--- src/logic/acb_pkg.sv ---
// acb_pkg: constants and carrier types for the array counter byte access block
// assumes an 8-bit register port with single-cycle read and write strobes
package acb_pkg;
    localparam int          ACB_DATA_W   = 8;
    localparam int          ACB_CNT_W    = 16;
    localparam logic [7:0]  ACB_ADDR_LOW = 8'hF9;
    localparam logic [7:0]  ACB_ADDR_HIGH = 8'hFA;
    localparam logic [7:0]  ACB_BYTE_RST = 8'h00;
    localparam logic [15:0] ACB_CNT_RST  = 16'h0000;
    localparam logic [15:0] ACB_CNT_STEP = 16'h0001;
    localparam int          ACB_LOW_LSB  = 0;
    localparam int          ACB_LOW_MSB  = 7;
    localparam int          ACB_HIGH_LSB = 8;
    localparam int          ACB_HIGH_MSB = 15;

    // one register-port request
    typedef struct packed {
        logic       rd;
        logic       wr;
        logic [7:0] addr;
        logic [7:0] wdata;
    } acb_req_t;

    // answer to a read
    typedef struct packed {
        logic       valid;
        logic [7:0] data;
    } acb_rsp_t;
endpackage

--- src/logic/acb_counter.sv ---
// acb_counter: 16-bit array counter with byte-wide software access
// assumes the count event and watchdog enable come from logic on the same clock
//
// Function
// - low counter byte readable and writable at its register address
// - high counter byte exposed at its register address
// - high byte reads a snapshot refreshed only when the low byte is read
// - low byte writes ignored while watchdog enable is set
// - high byte writes ignored while watchdog enable is set
//
// behaviour notes for whoever wires this in:
// the high byte is never read live; it always comes from the snapshot, so
// software must read the low byte first to get a coherent sixteen-bit value
// reading the high byte twice returns the same snapshot both times, even if
// the counter has moved on in between; this is intended, not a fault
// a write and a count event in one cycle: the written byte wins, the other
// byte keeps the incremented value, so a carry can still reach the high byte
// while the low byte is being written; software that wants an exact load
// should stop the count source around the two writes
// the watchdog bit blocks writes silently; no error is reported, the write
// simply has no effect, which matches how the register port treats any
// other refused access
// reads of any address other than the two counter bytes answer zero with
// valid set, so the port never stalls on a stray address
// read answers stand for exactly one cycle after the taking edge
`timescale 1ns/100ps
`default_nettype none
module acb_counter (
    input  wire logic            clk,                 // 125 MHz system clock
    input  wire logic            rst_b,               // asynchronous reset, active low
    input  wire acb_pkg::acb_req_t req,               // register port request
    input  wire logic            count_event,         // selected count event, one cycle
    input  wire logic            watchdog_enable_bit, // write block while high
    output var acb_pkg::acb_rsp_t rsp,                // registered read answer
    output logic [15:0]          array_count_value    // live counter value
);
    import acb_pkg::*;

    logic [15:0] cnt_reg;
    logic [15:0] cnt_next;
    logic [7:0]  snap_reg;
    logic [7:0]  snap_next;
    acb_rsp_t    rsp_reg;
    acb_rsp_t    rsp_next;
    logic        wr_low;
    logic        wr_high;
    logic        rd_low;
    logic        rd_high;

    // address match shared by reads, writes and checks so all see one map
    function automatic logic acb_hit(input acb_req_t r, input logic [7:0] a);
        return (r.addr == a);
    endfunction

    // decode; the watchdog bit gates writes so a running watchdog cannot be fooled
    assign rd_low  = req.rd && acb_hit(req, ACB_ADDR_LOW);
    assign rd_high = req.rd && acb_hit(req, ACB_ADDR_HIGH);
    assign wr_low  = req.wr && acb_hit(req, ACB_ADDR_LOW) && !watchdog_enable_bit;
    assign wr_high = req.wr && acb_hit(req, ACB_ADDR_HIGH) && !watchdog_enable_bit;

    // next counter, snapshot and answer; a write takes priority over the count event
    always_comb begin
        cnt_next  = cnt_reg;
        snap_next = snap_reg;
        rsp_next  = '{valid: 1'b0, data: ACB_BYTE_RST};
        if (count_event) begin
            cnt_next = cnt_reg + ACB_CNT_STEP;
        end
        if (wr_low) begin
            cnt_next[ACB_LOW_MSB:ACB_LOW_LSB] = req.wdata;
        end
        if (wr_high) begin
            cnt_next[ACB_HIGH_MSB:ACB_HIGH_LSB] = req.wdata;
        end
        if (rd_low) begin
            snap_next = cnt_reg[ACB_HIGH_MSB:ACB_HIGH_LSB];
            rsp_next  = '{valid: 1'b1, data: cnt_reg[ACB_LOW_MSB:ACB_LOW_LSB]};
        end else if (rd_high) begin
            rsp_next = '{valid: 1'b1, data: snap_reg};
        end else if (req.rd) begin
            rsp_next = '{valid: 1'b1, data: ACB_BYTE_RST}; // unmapped reads as zero
        end
    end

    // state registers
    always_ff @(posedge clk or negedge rst_b) begin
        if (!rst_b) begin
            cnt_reg  <= ACB_CNT_RST;
            snap_reg <= ACB_BYTE_RST;
            rsp_reg  <= '0;
        end else begin
            cnt_reg  <= cnt_next;
            snap_reg <= snap_next;
            rsp_reg  <= rsp_next;
        end
    end

    assign rsp               = rsp_reg;
    assign array_count_value = cnt_reg;

    // a blocked low byte write leaves the whole counter alone
    AST_WR_LOW_BLOCKED: assert property (@(posedge clk) disable iff (!rst_b)
        (req.wr && acb_hit(req, ACB_ADDR_LOW) && watchdog_enable_bit && !count_event)
        |=> cnt_reg == $past(cnt_reg))
        else $error("low byte changed while watchdog enabled");

    // a blocked high byte write leaves the whole counter alone
    AST_WR_HIGH_BLOCKED: assert property (@(posedge clk) disable iff (!rst_b)
        (req.wr && acb_hit(req, ACB_ADDR_HIGH) && watchdog_enable_bit && !count_event)
        |=> cnt_reg == $past(cnt_reg))
        else $error("high byte changed while watchdog enabled");

    // any write at all while the watchdog runs is refused
    AST_WDOG_BLOCKS_ALL: assert property (@(posedge clk) disable iff (!rst_b)
        (watchdog_enable_bit && !count_event) |=> $stable(cnt_reg))
        else $error("counter changed while watchdog enabled");

    // an accepted low byte write lands in the next cycle
    AST_WR_LOW_TAKES: assert property (@(posedge clk) disable iff (!rst_b)
        (req.wr && acb_hit(req, ACB_ADDR_LOW) && !watchdog_enable_bit)
        |=> cnt_reg[ACB_LOW_MSB:ACB_LOW_LSB] == $past(req.wdata))
        else $error("low byte write lost");

    // an accepted high byte write lands in the next cycle
    AST_WR_HIGH_TAKES: assert property (@(posedge clk) disable iff (!rst_b)
        (req.wr && acb_hit(req, ACB_ADDR_HIGH) && !watchdog_enable_bit)
        |=> cnt_reg[ACB_HIGH_MSB:ACB_HIGH_LSB] == $past(req.wdata))
        else $error("high byte write lost");

    // a low byte write on a quiet counter must not disturb the high byte
    AST_WR_LOW_KEEPS_HIGH: assert property (@(posedge clk) disable iff (!rst_b)
        (wr_low && !wr_high && !count_event)
        |=> cnt_reg[ACB_HIGH_MSB:ACB_HIGH_LSB] == $past(cnt_reg[ACB_HIGH_MSB:ACB_HIGH_LSB]))
        else $error("low byte write disturbed high byte");

    // a high byte write on a quiet counter must not disturb the low byte
    AST_WR_HIGH_KEEPS_LOW: assert property (@(posedge clk) disable iff (!rst_b)
        (wr_high && !wr_low && !count_event)
        |=> cnt_reg[ACB_LOW_MSB:ACB_LOW_LSB] == $past(cnt_reg[ACB_LOW_MSB:ACB_LOW_LSB]))
        else $error("high byte write disturbed low byte");

    // low byte read answers with the live low byte
    AST_RD_LOW_DATA: assert property (@(posedge clk) disable iff (!rst_b)
        (req.rd && acb_hit(req, ACB_ADDR_LOW))
        |=> rsp.valid && rsp.data == $past(cnt_reg[ACB_LOW_MSB:ACB_LOW_LSB]))
        else $error("low byte read data wrong");

    // high byte read answers from the snapshot, never the live count
    AST_RD_HIGH_DATA: assert property (@(posedge clk) disable iff (!rst_b)
        (req.rd && acb_hit(req, ACB_ADDR_HIGH))
        |=> rsp.valid && rsp.data == $past(snap_reg))
        else $error("high byte read not from snapshot");

    // the snapshot takes the high byte at the low byte read
    AST_SNAP_LOAD_DIRECT: assert property (@(posedge clk) disable iff (!rst_b)
        (req.rd && acb_hit(req, ACB_ADDR_LOW))
        |=> snap_reg == $past(cnt_reg[ACB_HIGH_MSB:ACB_HIGH_LSB]))
        else $error("snapshot load wrong");

    // low then high read gives the high byte as it was at the low read
    AST_SNAP_LOAD: assert property (@(posedge clk) disable iff (!rst_b)
        (req.rd && acb_hit(req, ACB_ADDR_LOW)) ##1 (req.rd && acb_hit(req, ACB_ADDR_HIGH))
        |=> rsp.data == $past(cnt_reg[ACB_HIGH_MSB:ACB_HIGH_LSB], 2))
        else $error("snapshot not taken on low byte read");

    // nothing but a low byte read may move the snapshot
    AST_SNAP_HOLD: assert property (@(posedge clk) disable iff (!rst_b)
        !(req.rd && acb_hit(req, ACB_ADDR_LOW)) |=> $stable(snap_reg))
        else $error("snapshot changed without low byte read");

    // with no read the answer is idle and zero
    AST_RSP_IDLE: assert property (@(posedge clk) disable iff (!rst_b)
        !req.rd |=> !rsp.valid && rsp.data == ACB_BYTE_RST)
        else $error("answer without a read");

    // a stray address still answers, with zero
    AST_RD_UNMAPPED: assert property (@(posedge clk) disable iff (!rst_b)
        (req.rd && !acb_hit(req, ACB_ADDR_LOW) && !acb_hit(req, ACB_ADDR_HIGH))
        |=> rsp.valid && rsp.data == ACB_BYTE_RST)
        else $error("unmapped read not zero");

    // one count event, no accepted write: exactly one step
    AST_COUNT_STEP: assert property (@(posedge clk) disable iff (!rst_b)
        (count_event && !wr_low && !wr_high)
        |=> cnt_reg == ACB_CNT_W'($past(cnt_reg) + ACB_CNT_STEP))
        else $error("counter did not step by one");

    // all ones wraps to zero instead of sticking
    AST_COUNT_WRAP: assert property (@(posedge clk) disable iff (!rst_b)
        (count_event && !wr_low && !wr_high && cnt_reg == '1)
        |=> cnt_reg == ACB_CNT_RST)
        else $error("counter did not wrap to zero");

    // no event and no accepted write: the counter stands
    AST_COUNT_HOLD: assert property (@(posedge clk) disable iff (!rst_b)
        (!count_event && !wr_low && !wr_high) |=> $stable(cnt_reg))
        else $error("counter moved without a cause");

    // during reset both bytes and the snapshot sit at zero
    AST_RESET_VALUES: assert property (@(posedge clk)
        !rst_b |-> cnt_reg == ACB_CNT_RST && snap_reg == ACB_BYTE_RST && !rsp.valid)
        else $error("reset values wrong");
endmodule
`default_nettype wire

--- config.mk ---
export PLATFORM = sky130hd
export DESIGN_NAME = acb_counter
export DESIGN_NICKNAME = d
export VERILOG_FILES = /design/src/logic/acb_pkg.sv /design/src/logic/acb_counter.sv
export SDC_FILE = /design/constraint.sdc
export NUM_CORES = 1
export LEC_CHECK = 0
export ABC_AREA = 1
export BUFFER_PORTS_ARGS = -buffer_cell sky130_fd_sc_hd__buf_2
export CELL_PAD_IN_SITES_DETAIL_PLACEMENT = 0
export CELL_PAD_IN_SITES_GLOBAL_PLACEMENT = 1
export CORE_ASPECT_RATIO = 1.2
export CORE_UTILIZATION = 29
export DETAILED_ROUTE_END_ITERATION = 12
export PLACE_DENSITY = 0.76
export SYNTH_ARGS = -nofsm -noshare
export SYNTH_HDL_FRONTEND = slang
export SYNTH_SLANG_ARGS = --single-unit
--- constraint.sdc ---
create_clock -name clk -period 2.6 [get_ports clk]
set_input_delay 0.39 -clock clk [delete_from_list [all_inputs] [get_ports clk]]
set_output_delay 0.39 -clock clk [all_outputs]
set_load 0.05 [all_outputs]
==> run metrics, run 1 <==
I/O pins=47; length of the first detailed-routing pass in iterations=4; Yosys warning total=0; crit-path leading delay family=simple AND/OR/NAND/NOR gates; # port buffers=46; type of the most critical hold path=primary input to async pin; beginning of the worst register-to-register path=array_count_value[1]$_DFFE_PN0P_; number of gates resized after cts=0; Critical Path, Cell by Cell=buf_2 > nand2_1 > nor2_2 > nand3_1 > or2_0 > nand2_1 > inv_1; result of the run=finished, final reports clean; Netlist cell types=22; total clock buffers created by CTS=5; final hold violation count=0; number of sinks driven by the clock tree=33; global-route wire length before repair=8017 um; Initial Utilization=30.35%; Skew-Pair Late Insertion Delay=0.29 ns; Final Setup Violations=0; count of unresolved DRC violations after routing=0; DP Wirelength=3830 um; number of cells produced by synthesis=251; final clock period utilization by the worst path=63.83%; Synth-to-Final Area Change=20.04%; final weighted congestion in routability-driven placement=0.8373; die area=6697 um2; share of the yosys chip area belonging to registers=44.69%; arrival time at the worst endpoint=1.85 ns; Syn Area/Cell=7.363 um2; worst slew pin tran=0.7440 ns; Worst Setup Start Kind=primary input; power per cell area=720.9 nW/um2; maximum clock skew at final layout=0.008106 ns; via count of the first global-routing pass=1,634; net switching power=0.0007092 W; Clock H-tree levels=2; worst relative slew slack=50.40%; Most used DFF post-synth=sky130_fd_sc_hd__dfrtp_1; beginning of the critical path=req[13]; worst setup slack after layout=0.9405 ns; clock transition at the registers of the reported paths=0.07 ns; Crit Path Max Fanout=11; routed length per instance=12.89 um; Routed Wire Length=4898 um; Congestion Overflow GR=0; post-CTS setup buffer count=0; leading cell type in the layout, fill and taps excluded=sky130_fd_sc_hd__nand2_1; Mapped Nets=274; max FFs per register=16; Iter 0 DRT Violations=104; routed via count divided by cell count=4.500; RSZ-0062 raised after global routing=no; CP most frequent cell=sky130_fd_sc_hd__nand2_1; Post-synth EDFFs=0; post-layout instance count excluding filler cells=380; via count of the routed design=1,710; area of the mapped netlist=1848 um2; NumNets Final=320; maximum frequency from static timing analysis=0.6026 GHz; clock tree from TritonCTS=built; Slowest-stage cell, CP=sky130_fd_sc_hd__nand3_1; share of post-route cells with drive strength above 1=23.15%; relative contribution of sequential cells to total power=42.0%; maximum clock path buffer count=2; switching power share of the total=44.35%; placed cell count=372; CTS hold repair buffers=0; total power draw=0.001599 W; die height=89.45 um; number of antenna violations at the first check in global routing=0; critical path type=primary input to flip-flop; leakage power=1.142 nW; required time reported for the critical path endpoint=2.79 ns; library cell used as clock root buffer=sky130_fd_sc_hd__clkbuf_8; remaining antenna violation count after routing=0; Crit. End Element=flip-flop; top library cells by usage in the layout, fill and taps aside=sky130_fd_sc_hd__nand2_1 (82), sky130_fd_sc_hd__buf_2 (46), sky130_fd_sc_hd__dfrtp_1 (33), sky130_fd_sc_hd__inv_1 (32), sky130_fd_sc_hd__nand3_1 (29); design internal power=0.0008900 W; share of synthesized flip-flops with an asynchronous set or reset=100.0%; Setup TNS=0 ns; final period demand of the worst path=1.659 ns; WP buf/inv=2; Maximum Capacitance Violations=0; synthesis-stage register bit count=33; pin count of the biggest net entering global routing=34; die span in x=74.87 um; number of max-slew violations in the final report=0; CP peak stage delay=0.45 ns; post-place setup slack=0.6308 ns; Max VDD drop=0.2752 mV; overall global routing resource usage=16.25%; antenna fix cells=0; share of total power in combinational logic=34.2%; standard-cell rows=31; power share of the clock group=23.8%; Std-Cell Core Area=6090 um2
-- routing by layer --
layer	track usage, %	wire [um]	vias to the layer above
li1	-	-	900
met1	19.46	2073	767
met2	28.67	2562	38
met3	2.818	192	5
met4	6.346	69	0
met5	0	0	-
-- per-stage QoR --
step | instance area [um2] | utilization [%] | hold WS [ns]
3_3_place_gp | 2132 | 35.01 | 0.4671
5_1_grt | 2218 | 36.43 | 0.2239
4_1_cts | 2218 | 36.43 | 0.1814
2_1_floorplan | 1848 | - | 0.09441
3_5_place_dp | 2132 | 35.01 | 0.4745
6_report | 2218 | 36.43 | 0.1600
-- cells in the mapped netlist, types with 2 or more instances --
cell type | number | area share, %
sky130_fd_sc_hd__o22ai_1 | 8 | 2.7
sky130_fd_sc_hd__buf_2 | 3 | 0.81
sky130_fd_sc_hd__dfrtp_1 | 33 | 45
sky130_fd_sc_hd__nor2_2 | 5 | 1.7
sky130_fd_sc_hd__nand4_1 | 11 | 3.7
sky130_fd_sc_hd__inv_1 | 32 | 6.5
sky130_fd_sc_hd__nand3_1 | 29 | 7.9
sky130_fd_sc_hd__nor2_1 | 13 | 2.6
sky130_fd_sc_hd__nor2_4 | 2 | 1.2
sky130_fd_sc_hd__o21ai_1 | 14 | 3.8
sky130_fd_sc_hd__nand3_4 | 2 | 1.9
sky130_fd_sc_hd__inv_2 | 4 | 0.81
sky130_fd_sc_hd__buf_6 | 2 | 1.2
sky130_fd_sc_hd__o21ai_0 | 4 | 1.1
sky130_fd_sc_hd__nand2_1 | 82 | 17
-- cell type report --
cell class | instances | area [um2]
Fill cell | 672 | 3871
Tap cell | 82 | 102.6
Clock inverter | 3 | 17.52
Timing Repair Buffer | 46 | 230.2
Multi-Input combinational cell | 174 | 833.3
Inverter | 37 | 140.1
Sequential cell | 33 | 825.8
Clock buffer | 5 | 68.82
-- final timing paths --
kind	endpoint	slack [ns]	depth (start not counted)
worst max-delay path	array_count_value[4]$_DFFE_PN0P_	0.94	7
max in group asynchronous	snap_reg[4]$_DFFE_PN0P_	1.96	1
worst min register to register	snap_reg[0]$_DFFE_PN0P_	0.49	2
worst max register to register	array_count_value[4]$_DFFE_PN0P_	1.01	8
worst min-delay path	rsp[8]$_DFF_PN0_	0.16	1
min in group clk	rsp[8]$_DFF_PN0_	0.27	1
-- kinds of logic after synthesis --
logic type | synth area share, %
simple gates | 36.36
xor+xnor | 0.4740
flops | 44.69
fa+ha+maj | 0.6769
buf+inv | 10.22
compound gates | 7.583
-- power groups by stage --
stage	Clock, W	Sequential [W]	Combinational (W)
finish	0.000381	0.000672	0.000546
global route	0.000409	0.000683	0.000592
CTS	0.000388	0.000671	0.000547
detailed placement	0	0.000681	0.000545
global placement	0	0.000685	0.000543
floorplan	0	0.000871	0.000189
Power figures use the tool's default switching activity.
==> run 2: changes to the inputs <==
Clock period 2.6 ns to 1.61 ns, I/O delays scaled along.
==> run 2 against run 1 <==
Compared with the run above: sequential power is 62% higher; combinational power up 62%; worst hold slack worse by 0.036 ns; utilization is 1.0 points higher; final area increased by 2.8%; count of clock-buffer cells in the layout is the same; die area did not move; non-clock buffer count rose by 6.
==> run metrics, run 2 (synthesized netlist as in run 1, its figures left out) <==
remaining antenna violation count after routing=0 (unchanged); beginning of the critical path=array_count_value[1]$_DFFE_PN0P_; leakage power=1.172 nW (+2.6%); relative contribution of sequential cells to total power=42.1% (about the same); post-layout instance count excluding filler cells=386 (+1.6%); Std-Cell Core Area=6090 um2 (unchanged); number of max-slew violations in the final report=0 (unchanged); Worst Setup Start Kind=flip-flop; Clock H-tree levels=2 (unchanged); power share of the clock group=23.7% (about the same); critical path type=flip-flop to flip-flop; number of sinks driven by the clock tree=33 (unchanged); library cell used as clock root buffer=sky130_fd_sc_hd__clkbuf_8; via count of the first global-routing pass=1,695 (+3.7%); arrival time at the worst endpoint=1.64 ns (-0.21 ns); final period demand of the worst path=1.451 ns; Crit Path Max Fanout=6 (-5); Setup TNS=0 ns (unchanged); maximum clock path buffer count=2 (unchanged); worst slew pin tran=0.3580 ns (-0.3860 ns); post-route design area=2281 um2 (+2.8%); final clock period utilization by the worst path=90.12%; total clock buffers created by CTS=5 (unchanged); Maximum Capacitance Violations=0 (unchanged); I/O pins=47 (unchanged); clock transition at the registers of the reported paths=0.07 ns (about the same); clock tree from TritonCTS=built; routed length per instance=12.56 um (-2.6%); pin count of the biggest net entering global routing=34 (unchanged); final hold violation count=0 (unchanged); required time reported for the critical path endpoint=1.79 ns (-1.00 ns); Skew-Pair Late Insertion Delay=0.28 ns (about the same); Crit. End Element=flip-flop; beginning of the worst register-to-register path=array_count_value[1]$_DFFE_PN0P_; share of post-route cells with drive strength above 1=25.00% (+1.8 points); DP Wirelength=3856 um (+0.68%); die height=89.45 um (unchanged); placed cell area=2185 um2 (+2.5%); # port buffers=46 (unchanged); RSZ-0062 raised after global routing=no; top library cells by usage in the layout, fill and taps aside=sky130_fd_sc_hd__nand2_1 (82), sky130_fd_sc_hd__buf_2 (46), sky130_fd_sc_hd__inv_1 (32), sky130_fd_sc_hd__dfrtp_1 (31), sky130_fd_sc_hd__nand3_1 (29); length of the first detailed-routing pass in iterations=4 (unchanged); result of the run=finished, final reports clean; global-route wire length before repair=8086 um (+0.86%); Post-Route Hold Slack=0.1242 ns (-0.03586 ns); switching power share of the total=44.04% (-0.31 points); placed cell count=377 (+1.3%); net switching power=0.001142 W (+61%); die span in x=74.87 um (unchanged); maximum clock skew at final layout=0.006040 ns (-0.002066 ns); routed via count divided by cell count=4.539 (+0.86%); die area=6697 um2 (unchanged); standard-cell rows=31 (unchanged); worst relative slew slack=76.07% (+26 points); design internal power=0.001451 W (+63%); power per cell area=1136 nW/um2 (+58%); Routed Wire Length=4847 um (-1.0%); Congestion Overflow GR=0 (unchanged); final weighted congestion in routability-driven placement=0.8053 (-3.8%); Iter 0 DRT Violations=107 (+2.9%); fill cell count=672 (unchanged); maximum frequency from static timing analysis=0.6892 GHz; share of total power in combinational logic=34.2% (about the same); number of antenna violations at the first check in global routing=0 (unchanged); antenna fix cells=0 (unchanged); max FFs per register=16 (unchanged); Synth-to-Final Area Change=23.43%; overall global routing resource usage=16.60% (+0.35 points); leading cell type in the layout, fill and taps excluded=sky130_fd_sc_hd__nand2_1; count of unresolved DRC violations after routing=0 (unchanged); HP Start=req[17]; Max VDD drop=0.4009 mV (+46%); type of the most critical hold path=primary input to flip-flop; Final Setup Violations=0 (unchanged); Initial Utilization=30.35% (unchanged); via count of the routed design=1,752 (+2.5%); NumNets Final=326 (+1.9%)
run 2: per-stage QoR:
step	util, %	power, W	setup WS [ns]
after floorplan	-	0.001714	0.1127
after global placement	35.87	0.001993	0.1585
after detailed placement	35.87	0.001994	0.1549
after CTS	37.46	0.002608	0.1487
after global routing	37.46	0.002742	0.007831
final	37.46	0.002592	0.1590
run 2: cell type report:
class	count	area, um2	area share, %
Clock buffer	5	68.82	3.017
Clock inverter	3	17.52	0.7680
Inverter	37	140.1	6.144
Multi-Input combinational cell	174	833.3	36.53
Sequential cell	33	828.3	36.31
Tap cell	82	102.6	4.498
Timing Repair Buffer	52	290.3	12.73
run 2: path summary, 6_finish.rpt:
kind                            slack [ns]  depth (start not counted)                                to
worst max-delay path                  0.16                          8  array_count_value[4]$_DFFE_PN0P_
worst min-delay path                  0.12                          1                  rsp[8]$_DFF_PN0_
worst max register to register        0.16                          8  array_count_value[4]$_DFFE_PN0P_
worst min register to register        0.49                          2           snap_reg[1]$_DFFE_PN0P_
max in group asynchronous             0.98                          3  array_count_value[1]$_DFFE_PN0P_
min in group asynchronous             0.44                          3  array_count_value[2]$_DFFE_PN0P_
run 2: power groups by stage:
stage | Combinational [W] | Sequential (W) | Clock (W)
final | 0.000887 | 0.00109 | 0.000614
after global routing | 0.000973 | 0.00111 | 0.000662
after CTS | 0.000894 | 0.00109 | 0.000625
after detailed placement | 0.000889 | 0.00111 | 0
after global placement | 0.000888 | 0.00111 | 0
after floorplan | 0.000305 | 0.00141 | 0
run 2: metal layers:
layer  track usage (%)  share of wire, %
met1             19.72                43
met2             27.93                48
met3             3.720               4.8
met4             8.405               3.8
met5                 0                 0
run 2: worst max-delay path, cell delays in order (launching register included):
cell,delay (ns)
sky130_fd_sc_hd__dfrtp_2,0.41
sky130_fd_sc_hd__ha_1,0.18
sky130_fd_sc_hd__nand3_1,0.20
sky130_fd_sc_hd__nor2_2,0.23
sky130_fd_sc_hd__inv_1,0.08
sky130_fd_sc_hd__nor2_1,0.11
sky130_fd_sc_hd__o21ai_1,0.06
sky130_fd_sc_hd__nand2_1,0.05
sky130_fd_sc_hd__inv_1,0.03
run 2: repair_timing:
action                    CTS  global route
hold buffers                1             0
resized for setup           0             0
hold endpoints to repair   33             0
setup buffers               0             0
